`src/hw/eth_dma_pkg.sv`:
```
/*
  Shared constants and carriers for the DMA interrupt and transmit-status block.
  Assumes one 20 MHz clock domain and a classic Wishbone register port.
*/
`default_nettype none
package eth_dma_pkg;
  // Register byte offsets
  localparam logic [7:0] OFS_STATUS  = 8'h00;
  localparam logic [7:0] OFS_IRQ_EN  = 8'h04;
  localparam logic [7:0] OFS_RX_WDT  = 8'h08;
  localparam logic [7:0] OFS_CONFIG  = 8'h0c;
  localparam logic [7:0] OFS_TX_STAT = 8'h10;
  // Status register fields
  localparam int ST_TX_DONE   = 0;
  localparam int ST_TX_UNDER  = 5;
  localparam int ST_RX_DONE   = 6;
  localparam int ST_RX_NOBUF  = 7;
  localparam int ST_FATAL     = 13;
  localparam int ST_ABN_SUM   = 15;
  localparam int ST_NORM_SUM  = 16;
  localparam int ST_ERR_LSB   = 23;
  localparam logic [31:0] NORMAL_MASK   = 32'h00000041;
  localparam logic [31:0] ABNORMAL_MASK = 32'h038020a0;
  localparam logic [31:0] STATUS_RST    = 32'h00000000;
  localparam logic [31:0] IRQ_EN_RST    = 32'h00000000;
  localparam logic [7:0]  RX_WDT_RST    = 8'h00;
  // Configuration register fields
  localparam int CFG_ENH   = 0;
  localparam int CFG_JD    = 1;
  localparam int CFG_DR    = 2;
  localparam int CFG_DC    = 3;
  localparam int CFG_LONG  = 4;
  localparam int CFG_START = 5;
  localparam int CFG_SRST  = 31;
  localparam logic [5:0] CONFIG_RST = 6'h00;
  // Transmit status word fields
  localparam int TX_OWN  = 31;
  localparam int TX_TX_STAMP_CAPTURED = 17;
  localparam int TX_IHE  = 16;
  localparam int TX_ES   = 15;
  localparam int TX_JT   = 14;
  localparam int TX_FF   = 13;
  localparam int TX_PCE  = 12;
  localparam int TX_LC   = 11;
  localparam int TX_NC   = 10;
  localparam int TX_LATE = 9;
  localparam int TX_EC   = 8;
  localparam int TX_CC   = 3;
  localparam int TX_ED   = 2;
  localparam int TX_UF   = 1;
  localparam logic [31:0] ES_MASK = 32'h00017f06;
  // Limits and descriptor sizes
  localparam logic [4:0]  MAX_COLLISIONS  = 5'h10;
  localparam logic [17:0] DEFER_LIMIT     = 18'd24288;
  localparam logic [17:0] DEFER_LIMIT_LNG = 18'd155680;
  localparam logic [3:0]  DESC_WORDS_NORM = 4'h4;
  localparam logic [3:0]  DESC_WORDS_ENH  = 4'h8;

  typedef struct packed {
    logic        cyc;
    logic        stb;
    logic        we;
    logic [7:0]  adr;
    logic [3:0]  sel;
    logic [31:0] dat;
  } wb_req_t;

  typedef struct packed {
    logic ipHdr;
    logic jabber;
    logic flushed;
    logic payload;
    logic carrierLost;
    logic noCarrier;
    logic lateColl;
    logic underflow;
  } tx_evt_t;

  typedef struct packed {
    logic        valid;
    logic [31:0] word;
    logic [63:0] stamp;
  } tx_done_t;
endpackage
`default_nettype wire

```
`src/hw/eth_dma_irq.sv`:
```
/*
  DMA interrupt status, receive interrupt watchdog, bus-error halt and
  transmit status write-back, behind a classic Wishbone register port.
  Assumes every event input except the deferring level is a one-cycle pulse from logic on clk.
*/
// The implementer's own choices: the Wishbone interface to the registers and the placing of the registers.
// Notes on behaviour
// RULE_01: A repeat event before service adds no further interrupt.
// RULE_02: Simultaneous events give one interrupt; new one only after clearing.
// RULE_03: Clearing receive-done keeps interrupt while enabled buffer-unavailable stays set.
// RULE_04: Non-zero watchdog starts on a frame whose descriptor asks no interrupt.
// RULE_05: Watchdog expiry sets receive-done and raises interrupt if enabled.
// RULE_06: A frame asking an interrupt cancels the watchdog and sets receive-done.
// RULE_07: Bus error halts the channel with error bits until soft reset.
// RULE_08: Normal four-word or enhanced eight-word descriptor, fixed once started.
// RULE_09: Descriptors bus-width aligned by software; data is little-endian.
// RULE_10: Each transmit frame closes at least one descriptor with status.
// RULE_11: Status word own bit is cleared when the frame is finished.
// RULE_12: Software hands over a frame's first descriptor last.
// RULE_13: Timestamp flag and value reported only on a last segment.
// RULE_14: IP header fault is flagged and checksum insertion bypassed.
// RULE_15: Error summary is the OR of the listed error bits.
// RULE_16: Jabber flagged only when not disabled; flush flagged separately.
// RULE_17: Payload checksum fault flagged when no checksum was inserted.
// RULE_18: Carrier loss and missing carrier each flagged.
// RULE_19: Abort after sixteen collisions, or the first one with retry off.
// RULE_20: Collision tally in bits six to three.
// RULE_21: Excessive deferral aborts beyond the selected bit-time limit.
// RULE_22: Underflow aborts, sets underflow and transmit interrupt status.
// RULE_23: Interrupt output only for events whose enable bit is set.
// RULE_24: Write one clears status; group summary clears with its enabled bits.
// RULE_25: Watchdog counts down on clk, reloading on each qualifying frame.
`timescale 1ns/1ps
`default_nettype none
module eth_dma_irq (
  input  wire logic                  clk,          // 20 MHz DMA clock
  input  wire logic                  reset_n,      // Async hard reset
  input  wire logic                  clkEn,        // Freezes state when low
  input  wire eth_dma_pkg::wb_req_t  wbIn,         // Wishbone request
  output logic                       wbAck,        // Wishbone ack
  output logic [31:0]                wbDatO,       // Wishbone read data
  input  wire logic                  rxFrameDone,  // Rx frame written to memory
  input  wire logic                  rxDescIrq,    // That descriptor asks interrupt
  input  wire logic                  rxBufUnavail, // Next rx descriptor host owned
  input  wire logic                  busErr,       // Slave error response
  input  wire logic [2:0]            busErrBits,   // Kind of failed access
  input  wire logic                  txStart,      // Tx frame begins
  input  wire logic                  txEnd,        // Tx frame ends
  input  wire logic                  txIrqReq,     // Interrupt on completion
  input  wire logic                  txLastSeg,    // Last segment descriptor
  input  wire logic                  txStampValid, // Timestamp captured
  input  wire logic [63:0]           txStamp,      // Captured timestamp
  input  wire eth_dma_pkg::tx_evt_t  txEvt,        // Tx error pulses
  input  wire logic                  collision,    // Collision pulse
  input  wire logic                  deferring,    // Deferral level
  input  wire logic                  bitTick,      // One per bit time
  output logic                       irqOut,       // Interrupt, high active
  output logic                       dmaHalted,    // Channel halted
  output logic                       descEnhanced, // Enhanced descriptors
  output logic [3:0]                 descWords,    // Words per descriptor
  output logic                       txAbort,      // Abort the frame
  output logic                       csumBypass,   // Skip checksum insertion
  output eth_dma_pkg::tx_done_t      txStatus      // Descriptor write-back
);
  import eth_dma_pkg::*;

  logic [31:0] status;
  logic [31:0] irqEn;
  logic [7:0]  wdtVal;
  logic [5:0]  cfg;
  logic [31:0] lastTxWord;
  logic [7:0]  wdtCnt;
  logic        wdtRun;

  // Byte lanes merge little-endian: lane 0 carries bits 7:0
  function automatic logic [31:0] laneMerge(input logic [31:0] old,
                                            input logic [31:0] wr,
                                            input logic [3:0]  sel);
    logic [31:0] res;
    res = old;
    for (int i = 0; i < 4; i++) begin
      if (sel[i]) begin
        res[i*8 +: 8] = wr[i*8 +: 8]; // RULE_09
      end
    end
    return res;
  endfunction

  // Bus decode; a write commits on the edge where the master sees ack
  wire        req     = wbIn.cyc & wbIn.stb;
  wire        wrEn    = req & wbIn.we & wbAck;
  wire        selSts  = wbIn.adr == OFS_STATUS;
  wire        selEn   = wbIn.adr == OFS_IRQ_EN;
  wire        selWdt  = wbIn.adr == OFS_RX_WDT;
  wire        selCfg  = wbIn.adr == OFS_CONFIG;
  wire        selTx   = wbIn.adr == OFS_TX_STAT;
  wire [31:0] wrData  = laneMerge(32'h0, wbIn.dat, wbIn.sel);
  wire [31:0] cfgWide = laneMerge({26'h0, cfg}, wbIn.dat, wbIn.sel);
  wire [31:0] wdtWide = laneMerge({24'h0, wdtVal}, wbIn.dat, wbIn.sel);
  wire        softRst = wrEn & selCfg & cfgWide[CFG_SRST];
  wire [31:0] clrBits = (wrEn & selSts) ? wrData & (NORMAL_MASK | ABNORMAL_MASK) : 32'h0; // RULE_24

  // Read mux; unmapped offsets read as zero and still get an ack
  wire [31:0] rdData = selSts ? status
                     : selEn  ? irqEn
                     : selWdt ? {24'h0, wdtVal}
                     : selCfg ? {26'h0, cfg}
                     : selTx  ? lastTxWord
                     : 32'h0;

  // Halted channel ignores traffic events; bus errors and a running watchdog's expiry still land
  wire live     = ~dmaHalted;
  wire rxDone   = live & rxFrameDone;
  wire wdtStart = rxDone & ~rxDescIrq & (wdtVal != 8'h0);  // RULE_04
  wire wdtFire  = wdtRun & (wdtCnt == 8'h1);               // RULE_05
  wire riSet    = (rxDone & rxDescIrq) | wdtFire;          // RULE_06
  wire txUnder  = txStatus.valid & txStatus.word[TX_UF];   // RULE_22
  wire txDoneEv = txUnder | (txStatus.valid & txIrqReq);

  // Set wins over a same-cycle clear, so no event is lost
  wire [31:0] setBits = ({31'h0, txDoneEv} << ST_TX_DONE)
                      | ({31'h0, txUnder} << ST_TX_UNDER)
                      | ({31'h0, riSet} << ST_RX_DONE)
                      | ({31'h0, live & rxBufUnavail} << ST_RX_NOBUF)
                      | ({31'h0, busErr} << ST_FATAL)      // RULE_07
                      | ({29'h0, busErr ? busErrBits : 3'h0} << ST_ERR_LSB);
  wire [31:0] srcBits = (status & ~clrBits) | setBits;     // RULE_01 RULE_02
  // Enables written on this edge count at once, so the line never lags a mask change
  wire [31:0] next_irqEn = softRst ? IRQ_EN_RST
                         : (wrEn & selEn) ? laneMerge(irqEn, wbIn.dat, wbIn.sel) : irqEn;
  wire        next_norm = |(srcBits & next_irqEn & NORMAL_MASK);   // RULE_24
  wire        next_abn  = |(srcBits & next_irqEn & ABNORMAL_MASK); // RULE_24
  wire [31:0] next_status = srcBits & (NORMAL_MASK | ABNORMAL_MASK)
                          | ({31'h0, next_norm} << ST_NORM_SUM)
                          | ({31'h0, next_abn} << ST_ABN_SUM);

  // Start bit locks the descriptor layout until a soft reset
  wire [5:0] next_cfg = {cfgWide[5] | cfg[CFG_START], cfgWide[4:1],
                         cfg[CFG_START] ? cfg[CFG_ENH] : cfgWide[CFG_ENH]}; // RULE_08

  // Wishbone answer: ack one cycle after the request, dropped the next
  always_ff @(posedge clk or negedge reset_n) begin
    if (!reset_n) begin
      wbAck <= 1'b0;
      wbDatO <= 32'h0;
    end else if (clkEn) begin
      wbAck <= req & ~wbAck;
      wbDatO <= (req & ~wbAck) ? rdData : 32'h0;
    end
  end

  // Software-owned registers
  always_ff @(posedge clk or negedge reset_n) begin
    if (!reset_n) begin
      irqEn <= IRQ_EN_RST;
      wdtVal <= RX_WDT_RST;
      cfg <= CONFIG_RST;
    end else if (clkEn) begin
      if (softRst) begin
        irqEn <= IRQ_EN_RST;
        wdtVal <= RX_WDT_RST;
        cfg <= CONFIG_RST;
      end else begin
        irqEn <= next_irqEn;
        if (wrEn & selWdt) wdtVal <= wdtWide[7:0];
        if (wrEn & selCfg) cfg <= next_cfg;
      end
    end
  end

  // Status, summaries and the single registered interrupt line
  always_ff @(posedge clk or negedge reset_n) begin
    if (!reset_n) begin
      status <= STATUS_RST;
      irqOut <= 1'b0;
    end else if (clkEn) begin
      status <= softRst ? STATUS_RST : next_status;
      irqOut <= ~softRst & (next_norm | next_abn);         // RULE_23 RULE_03
    end
  end

  // Receive watchdog counts down; a qualifying frame landing on expiry restarts it, so none is lost
  always_ff @(posedge clk or negedge reset_n) begin
    if (!reset_n) begin
      wdtCnt <= 8'h0;
      wdtRun <= 1'b0;
    end else if (clkEn) begin
      if (softRst | (rxDone & rxDescIrq)) begin
        wdtRun <= 1'b0;                                     // RULE_06
        wdtCnt <= 8'h0;
      end else if (wdtStart) begin
        wdtRun <= 1'b1;                                     // RULE_25
        wdtCnt <= wdtVal;
      end else if (wdtFire) begin
        wdtRun <= 1'b0;
        wdtCnt <= 8'h0;
      end else if (wdtRun) begin
        wdtCnt <= wdtCnt - 8'h1;                            // RULE_25
      end
    end
  end

  // Halt is sticky; only a soft or hard reset releases it
  always_ff @(posedge clk or negedge reset_n) begin
    if (!reset_n) begin
      dmaHalted <= 1'b0;
      descEnhanced <= 1'b0;
      descWords <= DESC_WORDS_NORM;
      lastTxWord <= 32'h0;
    end else if (clkEn) begin
      dmaHalted <= ~softRst & (dmaHalted | busErr);         // RULE_07
      descEnhanced <= (wrEn & selCfg & ~softRst) ? next_cfg[CFG_ENH] : (softRst ? 1'b0 : cfg[CFG_ENH]);
      descWords <= descEnhanced ? DESC_WORDS_ENH : DESC_WORDS_NORM; // RULE_08
      if (softRst) lastTxWord <= 32'h0;
      else if (txStatus.valid) lastTxWord <= txStatus.word;
    end
  end

  // Frame status composition; events are dropped once halted
  tx_status_builder txBuild (
    .clk        (clk),
    .reset_n    (reset_n),
    .clkEn      (clkEn),
    .clear      (softRst | dmaHalted),
    .txStart    (live & txStart),
    .txEnd      (live & txEnd),
    .txLastSeg  (txLastSeg),
    .stampValid (txStampValid),
    .stamp      (txStamp),
    .evt        (live ? txEvt : '0),
    .collision  (live & collision),
    .deferring  (deferring),
    .bitTick    (bitTick),
    .jabberOff  (cfg[CFG_JD]),
    .retryOff   (cfg[CFG_DR]),
    .deferChk   (cfg[CFG_DC]),
    .longDefer  (cfg[CFG_LONG]),
    .txStatus   (txStatus),
    .txAbort    (txAbort),
    .csumBypass (csumBypass)
  );
endmodule
`default_nettype wire

```
`src/hw/tx_status_builder.sv`:
```
/*
  Builds the per-frame transmit status word from MAC events.
  Assumes all event inputs come from logic on the same clock.
*/
`timescale 1ns/1ps
`default_nettype none
module tx_status_builder (
  input  wire logic                  clk,         // DMA clock
  input  wire logic                  reset_n,     // Async reset
  input  wire logic                  clkEn,       // Freezes state when low
  input  wire logic                  clear,       // Soft reset or channel halt
  input  wire logic                  txStart,     // Frame begins
  input  wire logic                  txEnd,       // Frame ends
  input  wire logic                  txLastSeg,   // Last segment descriptor
  input  wire logic                  stampValid,  // Timestamp captured
  input  wire logic [63:0]           stamp,       // Captured timestamp
  input  wire eth_dma_pkg::tx_evt_t  evt,         // Error pulses
  input  wire logic                  collision,   // Collision pulse
  input  wire logic                  deferring,   // Deferral level
  input  wire logic                  bitTick,     // One per bit time
  input  wire logic                  jabberOff,   // Jabber check disabled
  input  wire logic                  retryOff,    // Abort on first collision
  input  wire logic                  deferChk,    // Deferral check on
  input  wire logic                  longDefer,   // Gigabit or jumbo
  output eth_dma_pkg::tx_done_t      txStatus,    // Composed status word
  output logic                       txAbort,     // Abort pulse
  output logic                       csumBypass   // No checksum insertion
);
  import eth_dma_pkg::*;

  logic [31:0] acc;
  logic [4:0]  collCnt;
  logic [17:0] deferCnt;

  // Event flags accumulate over the frame
  wire [31:0] evtBits = ({31'h0, evt.underflow} << TX_UF)
    | ({31'h0, evt.ipHdr} << TX_IHE)
    | ({31'h0, evt.jabber & ~jabberOff} << TX_JT)           // RULE_16
    | ({31'h0, evt.flushed} << TX_FF)                       // RULE_16
    | ({31'h0, evt.payload} << TX_PCE)                      // RULE_17
    | ({31'h0, evt.carrierLost} << TX_LC)                   // RULE_18
    | ({31'h0, evt.noCarrier} << TX_NC)                     // RULE_18
    | ({31'h0, evt.lateColl} << TX_LATE);
  wire [4:0]  collNext = collCnt + 5'h1;
  wire        excessColl = collision & (retryOff | collNext == MAX_COLLISIONS); // RULE_19
  wire [17:0] deferLim = longDefer ? DEFER_LIMIT_LNG : DEFER_LIMIT;
  wire        deferHit = deferChk & deferring & bitTick
                         & (deferCnt + 18'h1 > deferLim);    // RULE_21
  wire [31:0] next_acc = acc | evtBits | ({31'h0, excessColl} << TX_EC)
                         | ({31'h0, deferHit} << TX_ED);
  wire        frameDone = txEnd | excessColl | deferHit | evt.underflow; // RULE_22
  wire        tsOk = stampValid & txLastSeg;                // RULE_13
  // Own bit cleared, tally and summary folded in at close
  wire [31:0] base = (next_acc & ~(32'h1 << TX_OWN))        // RULE_11
                     | ({28'h0, collCnt[3:0]} << TX_CC)     // RULE_20
                     | ({31'h0, tsOk} << TX_TX_STAMP_CAPTURED);
  wire [31:0] closed = base | ({31'h0, |(base & ES_MASK)} << TX_ES); // RULE_15

  // Per-frame counters and flags; a new frame wipes the last one
  always_ff @(posedge clk or negedge reset_n) begin
    if (!reset_n) begin
      acc <= 32'h0;
      collCnt <= 5'h0;
      deferCnt <= 18'h0;
    end else if (clkEn) begin
      if (clear | txStart | frameDone) begin
        acc <= 32'h0;
        collCnt <= 5'h0;
        deferCnt <= 18'h0;
      end else begin
        acc <= next_acc;
        collCnt <= collision ? collNext : collCnt;
        deferCnt <= !deferring ? 18'h0 : (bitTick ? deferCnt + 18'h1 : deferCnt);
      end
    end
  end

  // One status write per frame; the word for descriptor status, stamp for the next two
  always_ff @(posedge clk or negedge reset_n) begin
    if (!reset_n) begin
      txStatus <= '0;
      txAbort <= 1'b0;
      csumBypass <= 1'b0;
    end else if (clkEn) begin
      txStatus.valid <= frameDone & ~clear & ~txStart;     // RULE_10
      if (frameDone) begin
        txStatus.word <= closed;
        txStatus.stamp <= tsOk ? stamp : 64'h0;            // RULE_13
      end
      txAbort <= (excessColl | deferHit | evt.underflow) & ~clear; // RULE_19
      csumBypass <= (clear | txStart) ? 1'b0 : next_acc[TX_IHE]; // RULE_14
    end
  end
endmodule
`default_nettype wire

```
`config.mk`:
```
export PLATFORM = sky130hd
export DESIGN_NAME = eth_dma_irq
export DESIGN_NICKNAME = d
export VERILOG_FILES = /design/src/hw/eth_dma_pkg.sv /design/src/hw/eth_dma_irq.sv /design/src/hw/tx_status_builder.sv
export SDC_FILE = /design/constraint.sdc
export NUM_CORES = 1
export LEC_CHECK = 0
export BUFFER_PORTS_ARGS = -buffer_cell sky130_fd_sc_hd__buf_2
export CORE_MARGIN = 2
export CORE_UTILIZATION = 48
export CTS_CLUSTER_DIAMETER = 120
export DETAILED_ROUTE_END_ITERATION = 7
export GPL_TIMING_DRIVEN = 0
export PLACE_DENSITY_LB_ADDON = 0.2
export SLEW_MARGIN = 40
export SYNTH_ARGS = -nofsm -noshare
export SYNTH_HDL_FRONTEND = slang
export SYNTH_SLANG_ARGS = --single-unit
```
`constraint.sdc`:
```
create_clock -name clk -period 3.2 [get_ports clk]
set_input_delay 0.16 -clock clk [delete_from_list [all_inputs] [get_ports clk]]
set_output_delay 0.16 -clock clk [all_outputs]
set_load 0.01 [all_outputs]
```
---- Yosys cells after proc, flatten, opt, wreduce, memory -nomap -nowiden ----
Index checks and enable logic that the tools add are counted.
cells by class
  $add $sub $neg .......................... 3
  magnitude comparators ................... 1
  equality and inequality tests ........... 7
  multiplexer cells ....................... 49
  bitwise gates (word level) .............. 78
  reductions and logical operators ........ 21
operators with widths
  cell              number
  $mux 32           12
  $mux 8            15
  $mux 18           4
  $mux 64           1
  $and 26x26->26    2
  $mux 26           2
  $and 1x1->1       32
  $or 32x10->32     1
  $or 32x11->32     1
  $or 32x12->32     1
  $or 32x13->32     1
  $or 32x14->32     1
  $or 32x15->32     1
  $or 32x16->32     1
  $or 32x18->32     1
  $or 32x3->32      1
  $or 32x32->32     1
  $or 32x9->32      1
  $or 31x7->31      1
  $not 26->26       1
  $or 14x26->26     1
  $or 26x16->26     1
  $or 26x17->26     1
  $or 26x26->26     1
  other kinds (32)  74
word-level totals
  flip-flop bits (word level) ............. 307
  bits of input ports ..................... 137
  output and inout bits ................... 139
  word-level logic and storage cells ...... 181

---- Logic depth before layout (Yosys ltp) ----
Gate-level depths: netlist of the first run.
  depth in word-level cells ............... 15
  mapped depth ............................ 16

---- Cells and area by module ----
From an unflattened synthesis of the first run, not the netlist that was laid out.
second synthesis, totals
  cells, all modules ...................... 1,135
  area total of the unflattened synthesis .. 12,081.6 µm²
by module, submodules not included
  module             times used  cells each  area an instance (µm²)  seq. area each (µm²)
  eth_dma_irq        1           588         6,398.6                 3,379.5
  tx_status_builder  1           547         5,683.0                 2,902.8

---- Worst setup path before layout of the first run ----
OpenSTA, ideal clock, no wires.
  path type ............................... register -> register
  start ................................... reg txBuild.deferCnt[0]
  end ..................................... reg txBuild.txStatus[78] (netlist name)
  arrival time ............................ 3,333 ps
  setup slack ............................. -261 ps
  cell stages (with the launch flop) ...... 17
  buffers on the path ..................... 2
  clock period less this slack ............ 3,461 ps
  path through ............................ dfrtp_1 -> and2_1 -> nand4_1 -> nor2_1 -> nand4_1 -> nor2_1 -> xor2_1 -> ha_1 -> nand4b_1 -> nor2_1 -> nand4_1 -> o41a_1 -> a21boi_2 -> nand2b_1 -> buf_4 -> buf_6 -> mux2_1
between the ends
  cells in the longest elaborated chain, start to end .. 6
ends and longest elaborated chain
  what                        RTL line                 RTL
  start: declaration          tx_status_builder.sv:33  logic [17:0] deferCnt;
  start signal: assignment    tx_status_builder.sv:73  deferCnt <= !deferring ? 18'h0 : (bitTick ? deferCnt + 18'h1 : deferCnt);
  $add 18x1->18               tx_status_builder.sv:48  & (deferCnt + 18'h1 > deferLim);
  $gt 18x18->1                tx_status_builder.sv:48
  $and 1x1->1                 tx_status_builder.sv:48
  $or 1x1->1 (2 in series)    tx_status_builder.sv:51  wire frameDone = txEnd | excessColl | deferHit | evt.underflow;
  $reduce_and 2->1 (no line)  -
Every way passes these cells.
A chain may end at the register's enable or synchronous reset.

---- Worst setup path in the final report of the first run ----
  start ................................... reg txBuild.deferCnt[0]
  end ..................................... reg txBuild.txStatus[43] (netlist name)
between the ends
  cells in the longest elaborated chain, start to end .. 6
ends and longest elaborated chain
  what                        RTL line
  $add 18x1->18               tx_status_builder.sv:48
  $gt 18x18->1                tx_status_builder.sv:48
  $and 1x1->1                 tx_status_builder.sv:48
  $or 1x1->1 (2 in series)    tx_status_builder.sv:51
  $reduce_and 2->1 (no line)  -
Every way passes these cells.

==> results of run 1 <==
## power by group
part / internal, uW / switching (uW) / total (uW)
sequential: 3190 / 169 / 3350
clock: 1660 / 1220 / 2880
combinational: 473 / 513 / 986
## kinds of logic after synthesis
family | count (synthesis)
buf+inv | 106
other cells | 1
flops | 236
mux | 20
compound gates | 355
fa+ha+maj | 13
xor+xnor | 11
simple gates | 262
## layer usage
metal	vias to the layer above	wire [um]	global-route usage
li1	4637	-	-
met2	487	17300	0.474
met4	0	909	0.0825
met1	5076	15200	0.392
met5	-	0	0
met3	72	2880	0.0619
## stage by stage
step                      setup TNS [ns]  area, um2
final                             -27.85      15400
after global routing              -40.09      15400
after CTS                         -28.89      15200
after detailed placement          -71.81      12700
after global placement           -572.23      12600
after floorplan                   -0.273      11000
## synth_stat cells, types with 11 or more instances
| cell | number | area [um2] |
|---|---|---|
| dfrtp_1 | 235 | 5880 |
| a22o_1 | 114 | 998 |
| nand2_1 | 74 | 278 |
| o21ai_0 | 69 | 345 |
| nor2_1 | 60 | 225 |
| a21oi_1 | 44 | 220 |
| clkbuf_1 | 37 | 139 |
| o2bb2ai_1 | 35 | 307 |
| buf_4 | 28 | 210 |
| inv_1 | 23 | 86.3 |
| nor3_1 | 19 | 95.1 |
| nand3_1 | 18 | 90.1 |
| and3_1 | 16 | 100 |
| nand4_1 | 15 | 93.8 |
| a22oi_1 | 14 | 105 |
| mux2i_1 | 14 | 140 |
| buf_2 | 13 | 65.1 |
| ha_1 | 13 | 163 |
| a31oi_1 | 11 | 68.8 |
## area by class of cell
type,instances,area share
flip-flops and latches,236,0.383
inverters,25,0.00607
clock buffers,36,0.0471
well taps,285,0.0231
plain buffers,77,0.0352
repair buffers,411,0.194
clock inverters,9,0.00559
multi-input cells,680,0.307
## worst max-delay path by stage
stage                        start                   end  slack (ns)  cells after the start
3_5_place_dp   txBuild.deferCnt[0]  txBuild.txStatus[80]       -0.89                     16
3_3_place_gp               reset_n   txBuild.txStatus[3]       -2.17                      1
6_report       txBuild.deferCnt[0]  txBuild.txStatus[43]       -0.34                     17
5_1_grt        txBuild.deferCnt[1]   txBuild.deferCnt[5]       -0.44                     16
4_1_cts        txBuild.deferCnt[0]  txBuild.txStatus[80]       -0.35                     16
2_1_floorplan  txBuild.deferCnt[0]  txBuild.txStatus[78]       -0.14                     16
## worst register-to-register path: stages, from the launching register on
cell	delay, ns
dfrtp_1	0.38
and2_4	0.16
nand4_1	0.19
nor2_2	0.23
nand4_1	0.17
or2_2	0.32
nand2_1	0.09
ha_1	0.19
nand2_1	0.08
nor2_1	0.11
nand4_1	0.13
o41a_1	0.42
a21boi_4	0.26
buf_6	0.15
nor2_4	0.06
clkbuf_16	0.18
buf_6	0.13
a22o_1	0.19
## state kept, by name, indices dropped and copies added, names as in the netlist, 2 cells and up
| name | count |
|---|---|
| descWords | 2 |
| wbDatO | 32 |
| wdtVal | 8 |
| irqEn | 32 |
| wdtCnt | 8 |
| txBuild.collCnt | 5 |
| txBuild.acc | 10 |
| txBuild.deferCnt | 18 |
| txBuild.txStatus | 81 |
| status | 10 |
| lastTxWord | 17 |
| cfg | 6 |
## timing repair
action	CTS	global route
buffers inserted	27	10
setup endpoints to repair	115	117
hold buffers	109	0
resized for setup	94	41
pin swaps	20	32
gates cloned	8	4
endpoints found under the hold margin	213	0
==> flow_metrics.py, run 1 <==
metrics = {
    "final_layout": {
        "regArea_um2": 5910,
        "n_antenna_cell": 0,
        "fillCellCount": 1672,
        "drive_gt1_frac": 0.305,
        "fin_nets": 1606,
        "syn2layout_area_growth_pct": 42.4,
        "multiInputGateArea_um2": 4740,
        "final_cell_mix": "257 x buf_2, 232 x dfrtp_1, 114 x a22o_1",
        "final_util": 0.689,
        "final_cells": 1759,
        "mostFrequentLayoutCell": "buf_2",
    },
    "logic_synthesis": {
        "syn_area_um2": 10800,
        "ys_seq_elements": 236,
        "ys_warn_count": 0,
        "ys_seq_area_frac": 0.545,
        "synth_compound_area_frac": 0.241,
        "synth_fa_ha_area_frac": 0.0150,
        "ys_async_sr_fraction": 1.00,
        "synth-edff-count": 0,
        "synth.avg_cell_area_um2": 10.8,
        "synth.area.mux_share": 0.0191,
        "synth_cell_types": 76,
        "synth_top_family_by_area": "compound AO/OA/AOI/OAI gates",
        "yosys.area_share.simple": 0.123,
        "ys.flop_type": "dfrtp_1",
        "synthCells": 1004,
        "synthXorXnorAreaFrac": 0.00888,
    },
    "worst_setup_path": {
        "crit_slowest_cell": "o41a_1",
        "required_ns": 3.60,
        "ff2ff_setup_slack_ns": -0.34,
        "end_kind": "register",
        "slowest_delay_ns": 0.42,
        "criticalPathCategory": "register to register",
        "rr_startpoint": "txBuild.deferCnt[0]",
        "critPathTopFamily": "simple AND/OR/NAND/NOR gates",
        "start_kind": "register",
        "reg2reg_to": "txBuild.txStatus[43]",
        "cp_common_cell": "nand4_1",
        "arrival_ns": 3.94,
        "crit_fanout": 5,
        "crit_chain": "and2_4, nand4_1, nor2_2, nand4_1, or2_2, nand2_1, ha_1, nand2_1, nor2_1, nand4_1, o41a_1, a21boi_4, buf_6, nor2_4, clkbuf_16, buf_6, a22o_1",
        "crit_buf_inv": 3,
        "rr_worst_depth": 17,
    },
    "timing": {
        "hold_viol_final": 0,
        "worst_clock_skew_ns": 0.0252,
        "final_max_slew_viol_count": 0,
        "whs_ns": 0.0407,
        "min_period_ns": 3.54,
        "setup_slack_ns": -0.338,
        "worst_pin_slew_ns": 0.828,
        "setup_violations": 111,
        "slew_headroom": 0.445,
        "period_share": 1.11,
        "clock.fmax_mhz": 283,
        "rsz0062_at_grt": "yes",
    },
    "die": {
        "start_util": 0.483,
        "dieArea_um2": 23800,
        "num_rows": 55,
        "coreArea_um2": 22400,
        "die_w_um": 154,
        "ios": 276,
        "die_y_um": 154,
    },
    "global_route": {
        "track_usage": 0.289,
        "antenna_found_initial": 0,
        "grt_pass1_wl_um": 55000,
        "grt_start_max_net_pins": 52,
        "first_global_vias": 10200,
        "grt_overflow": 0,
    },
    "detailed_routing": {
        "drc": 0,
        "routed_wl_um": 36300,
        "drtIter0Drc": 812,
        "firstDrtPassIters": 7,
        "ant_nets": 0,
        "wire_per_inst_um": 20.6,
        "vias": 10300,
        "viasPerCell": 5.84,
    },
    "placed_design": {
        "dpl_worst_slack_ns": -0.885,
        "gp_congestion": 0.924,
        "dp_hpwl_um": 23800,
        "portBuffers": 253,
        "place_inst": 1563,
    },
    "pwr": {
        "total_power_uw": 7220,
        "p_leak_uw": 0.00757,
        "powerDensity_nw_per_um2": 467,
        "peakVddDrop_v": 0.000355,
    },
    "run": {
        "max_cap_viol_count": 0,
    },
    "clocking": {
        "cts_max_path_buffers": 3,
        "cts.sinks": 236,
        "htreeDepth": 1,
        "insertion_delay_ns": 0.53,
        "clk_pin_slew_worst_paths_ns": 0.06,
        "ctsRootBufferMaster": "clkbuf_16",
        "cts_tree": "built",
        "cts_buffers": 25,
    },
    "outcome": {
        "status": "finished with violations",
        "violations": "setup timing",
    },
    "worst_hold_path": {
        "worst_hold_path_type": "input pin to register",
        "min_from": "txStart",
        "hold_path_depth": 4,
        "holdPathEnd": "txBuild.txStatus[96]",
    },
}
(Power assumes the default switching activity.)
==> inputs of run 2 (changes only) <==
--- a/config.mk
+++ b/config.mk
@@ -7,12 +7,14 @@
 export LEC_CHECK = 0
 export BUFFER_PORTS_ARGS = -buffer_cell sky130_fd_sc_hd__buf_2
 export CORE_MARGIN = 2
-export CORE_UTILIZATION = 48
+export CORE_UTILIZATION = 49
 export CTS_CLUSTER_DIAMETER = 120
 export DETAILED_ROUTE_END_ITERATION = 7
 export GPL_TIMING_DRIVEN = 0
+export MAX_ROUTING_LAYER = met4
 export PLACE_DENSITY_LB_ADDON = 0.2
 export SLEW_MARGIN = 40
 export SYNTH_ARGS = -nofsm -noshare
 export SYNTH_HDL_FRONTEND = slang
+export SYNTH_HIERARCHICAL = 1
 export SYNTH_SLANG_ARGS = --single-unit
==> flow_metrics.py, run 2 <==
metrics = {
    "worst_setup_path": {
        "crit_fanout": 10,
        "arrival_ns": 3.89,
        "required_ns": 3.66,
        "criticalPathCategory": "register to register",
        "end_kind": "register",
        "start_kind": "register",
    },
    "timing": {
        "slew_headroom": 0.516,
        "hold_viol_final": 0,
        "period_share": 1.07,
        "clock.fmax_mhz": 292,
        "whs_ns": 0.0244,
        "worst_clock_skew_ns": 0.00967,
        "worst_pin_slew_ns": 0.726,
        "min_period_ns": 3.43,
        "setup_slack_ns": -0.226,
        "final_max_slew_viol_count": 0,
        "setup_violations": 90,
        "rsz0062_at_grt": "yes",
    },
    "final_layout": {
        "drive_gt1_frac": 0.328,
        "largest_register": "txBuild/txStatus",
        "mostFrequentLayoutCell": "buf_2",
        "final_cell_mix": "266 x buf_2, 245 x dfrtp_1, 107 x dlygate4sd3_1",
        "fin_nets": 1742,
        "final_cells": 1937,
        "largest_reg_flops": 81,
        "n_antenna_cell": 0,
        "fillCellCount": 1743,
        "final_util": 0.713,
        "syn2layout_area_growth_pct": 43.1,
        "design_area_um2": 17300,
    },
    "clocking": {
        "cts_max_path_buffers": 3,
        "clk_pin_slew_worst_paths_ns": 0.06,
        "cts_tree": "built",
        "insertion_delay_ns": 0.55,
        "ctsRootBufferMaster": "clkbuf_16",
        "cts.sinks": 251,
        "htreeDepth": 1,
        "cts_buffers": 27,
    },
    "pwr": {
        "p_leak_uw": 0.00809,
        "switching_share": 0.258,
        "comb_power_share": 0.144,
        "p_sw_uw": 2120,
        "powerDensity_nw_per_um2": 475,
        "power.internal_uw": 6100,
        "seq_power_share": 0.442,
        "clkPwrFrac": 0.414,
        "peakVddDrop_v": 0.000351,
    },
    "global_route": {
        "grt_overflow": 0,
        "track_usage": 0.305,
        "antenna_found_initial": 0,
        "grt_pass1_wl_um": 61100,
        "first_global_vias": 11200,
        "grt_start_max_net_pins": 77,
    },
    "placed_design": {
        "gp_congestion": 0.949,
        "place_inst": 1732,
        "dp_hpwl_um": 26000,
        "portBuffers": 254,
        "place_area_um2": 14000,
    },
    "logic_synthesis": {
        "synth-edff-count": 0,
        "synth_area_leaders": "dfrtp_1 52%, o2bb2ai_1 7.2%, a22o_1 5.2%",
        "yosysMostFrequentCell": "dfrtp_1",
        "synth_top_area_frac": 0.518,
        "yosysTopAreaCell": "dfrtp_1",
        "ys_seq_elements": 251,
        "synthCells": 1135,
        "syn_area_um2": 12100,
        "ys.flop_type": "dfrtp_1",
        "synth_cell_types": 77,
        "ys_top_cells_by_count": "250 x dfrtp_1, 99 x o2bb2ai_1, 91 x nand3_1",
        "ys_warn_count": 6,
        "ys_async_sr_fraction": 1.00,
        "synth.avg_cell_area_um2": 10.6,
        "ys_seq_area_frac": 0.520,
    },
    "detailed_routing": {
        "drc": 0,
        "routed_wl_um": 41500,
        "ant_nets": 0,
        "vias": 11600,
        "firstDrtPassIters": 6,
        "drtIter0Drc": 1015,
        "wire_per_inst_um": 21.4,
        "viasPerCell": 5.98,
    },
    "die": {
        "start_util": 0.498,
        "ios": 276,
        "die_y_um": 161,
        "die_w_um": 161,
        "dieArea_um2": 25900,
        "coreArea_um2": 24200,
        "num_rows": 57,
    },
    "outcome": {
        "violations": "setup timing",
        "status": "finished with violations",
    },
    "run": {
        "max_cap_viol_count": 0,
    },
    "worst_hold_path": {
        "worst_hold_path_type": "input pin to register",
    },
}
[run 2: cell families after synthesis]
group,synth area share
AO/OA/AOI/OAI,0.228
XOR/XNOR,0.0116
adder cells (fa/ha/maj),0.0135
buffers and inverters,0.0525
flip-flops,0.520
multiplexers,0.0213
other,0.000622
AND/OR/NAND/NOR,0.152
[run 2: metrics by stage]
stage                     setup slack (ns)  power (uW)  setup TNS (ns)
after detailed placement            -0.624        4670          -58.37
final                               -0.226        8220          -10.99
after global placement               -2.55        4640         -677.09
after CTS                          -0.0855        8170           -1.74
after floorplan                     0.0184        4190               0
after global routing                -0.310        8530          -21.76
[run 2: timing repair]
action | 4_1_cts | 5_1_grt
pin swaps | 21 | 29
endpoints found under the hold margin | 288 | 0
endpoints found under the setup margin | 115 | 114
buffers inserted | 37 | 6
gates resized for setup | 55 | 113
cloned | 1 | 5
hold buffers | 107 | 0
[run 2: worst paths after layout]
path | end | depth (start not counted) | slack (ns) | start
max reg2reg | txBuild/txStatus[20] | 16 | -0.23 | txBuild/deferCnt[2]
max in group asynchronous | txBuild/txStatus[5] | 4 | 2.04 | reset_n
min reg2reg | wbDatO[28] | 1 | 0.48 | wbDatO[28]
min in group asynchronous | wdtCnt[5] | 2 | 0.10 | reset_n
max | txBuild/txStatus[20] | 16 | -0.23 | txBuild/deferCnt[2]
min | wdtVal[0] | 3 | 0.02 | wbIn[38]
[run 2: critical path, stage by stage, from the launching register on]
cell       delay [ns]
dfrtp_1          0.34
buf_6            0.11
nand4_1          0.24
nor3_4           0.30
buf_6            0.14
xnor2_2          0.10
ha_1             0.26
a21o_1           0.16
a21o_1           0.16
a21oi_2          0.14
o211ai_1         0.11
a22o_4           0.32
a21oi_4          0.22
nand2b_4         0.25
buf_12           0.16
buf_4            0.18
o2bb2ai_1        0.15
[run 2: power groups by stage]
| stage | Sequential (uW) | Clock (uW) | Combinational (uW) |
|---|---|---|---|
| final | 3630 | 3410 | 1180 |
| after global routing | 3660 | 3580 | 1280 |
| after CTS | 3610 | 3450 | 1110 |
| after detailed placement | 3660 | 0 | 1010 |
| after global placement | 3670 | 0 | 975 |
| after floorplan | 3670 | 0 | 515 |
[run 2: layer usage]
metal	track usage	part of all wire
met1	0.401	0.40
met2	0.483	0.48
met3	0.0473	0.079
met4	0.112	0.039
met5	-	0
[run 2: layout make-up]
| class | count | area, um2 | area share |
|---|---|---|---|
| clock inverters | 9 | 160 | 0.00926 |
| flip-flops and latches | 251 | 6290 | 0.364 |
| repair buffers | 413 | 2990 | 0.173 |
| well taps | 324 | 405 | 0.0234 |
| clock buffers | 41 | 818 | 0.0473 |
| plain buffers | 101 | 656 | 0.0379 |
| multi-input cells | 770 | 5870 | 0.339 |
| inverters | 28 | 105 | 0.00608 |
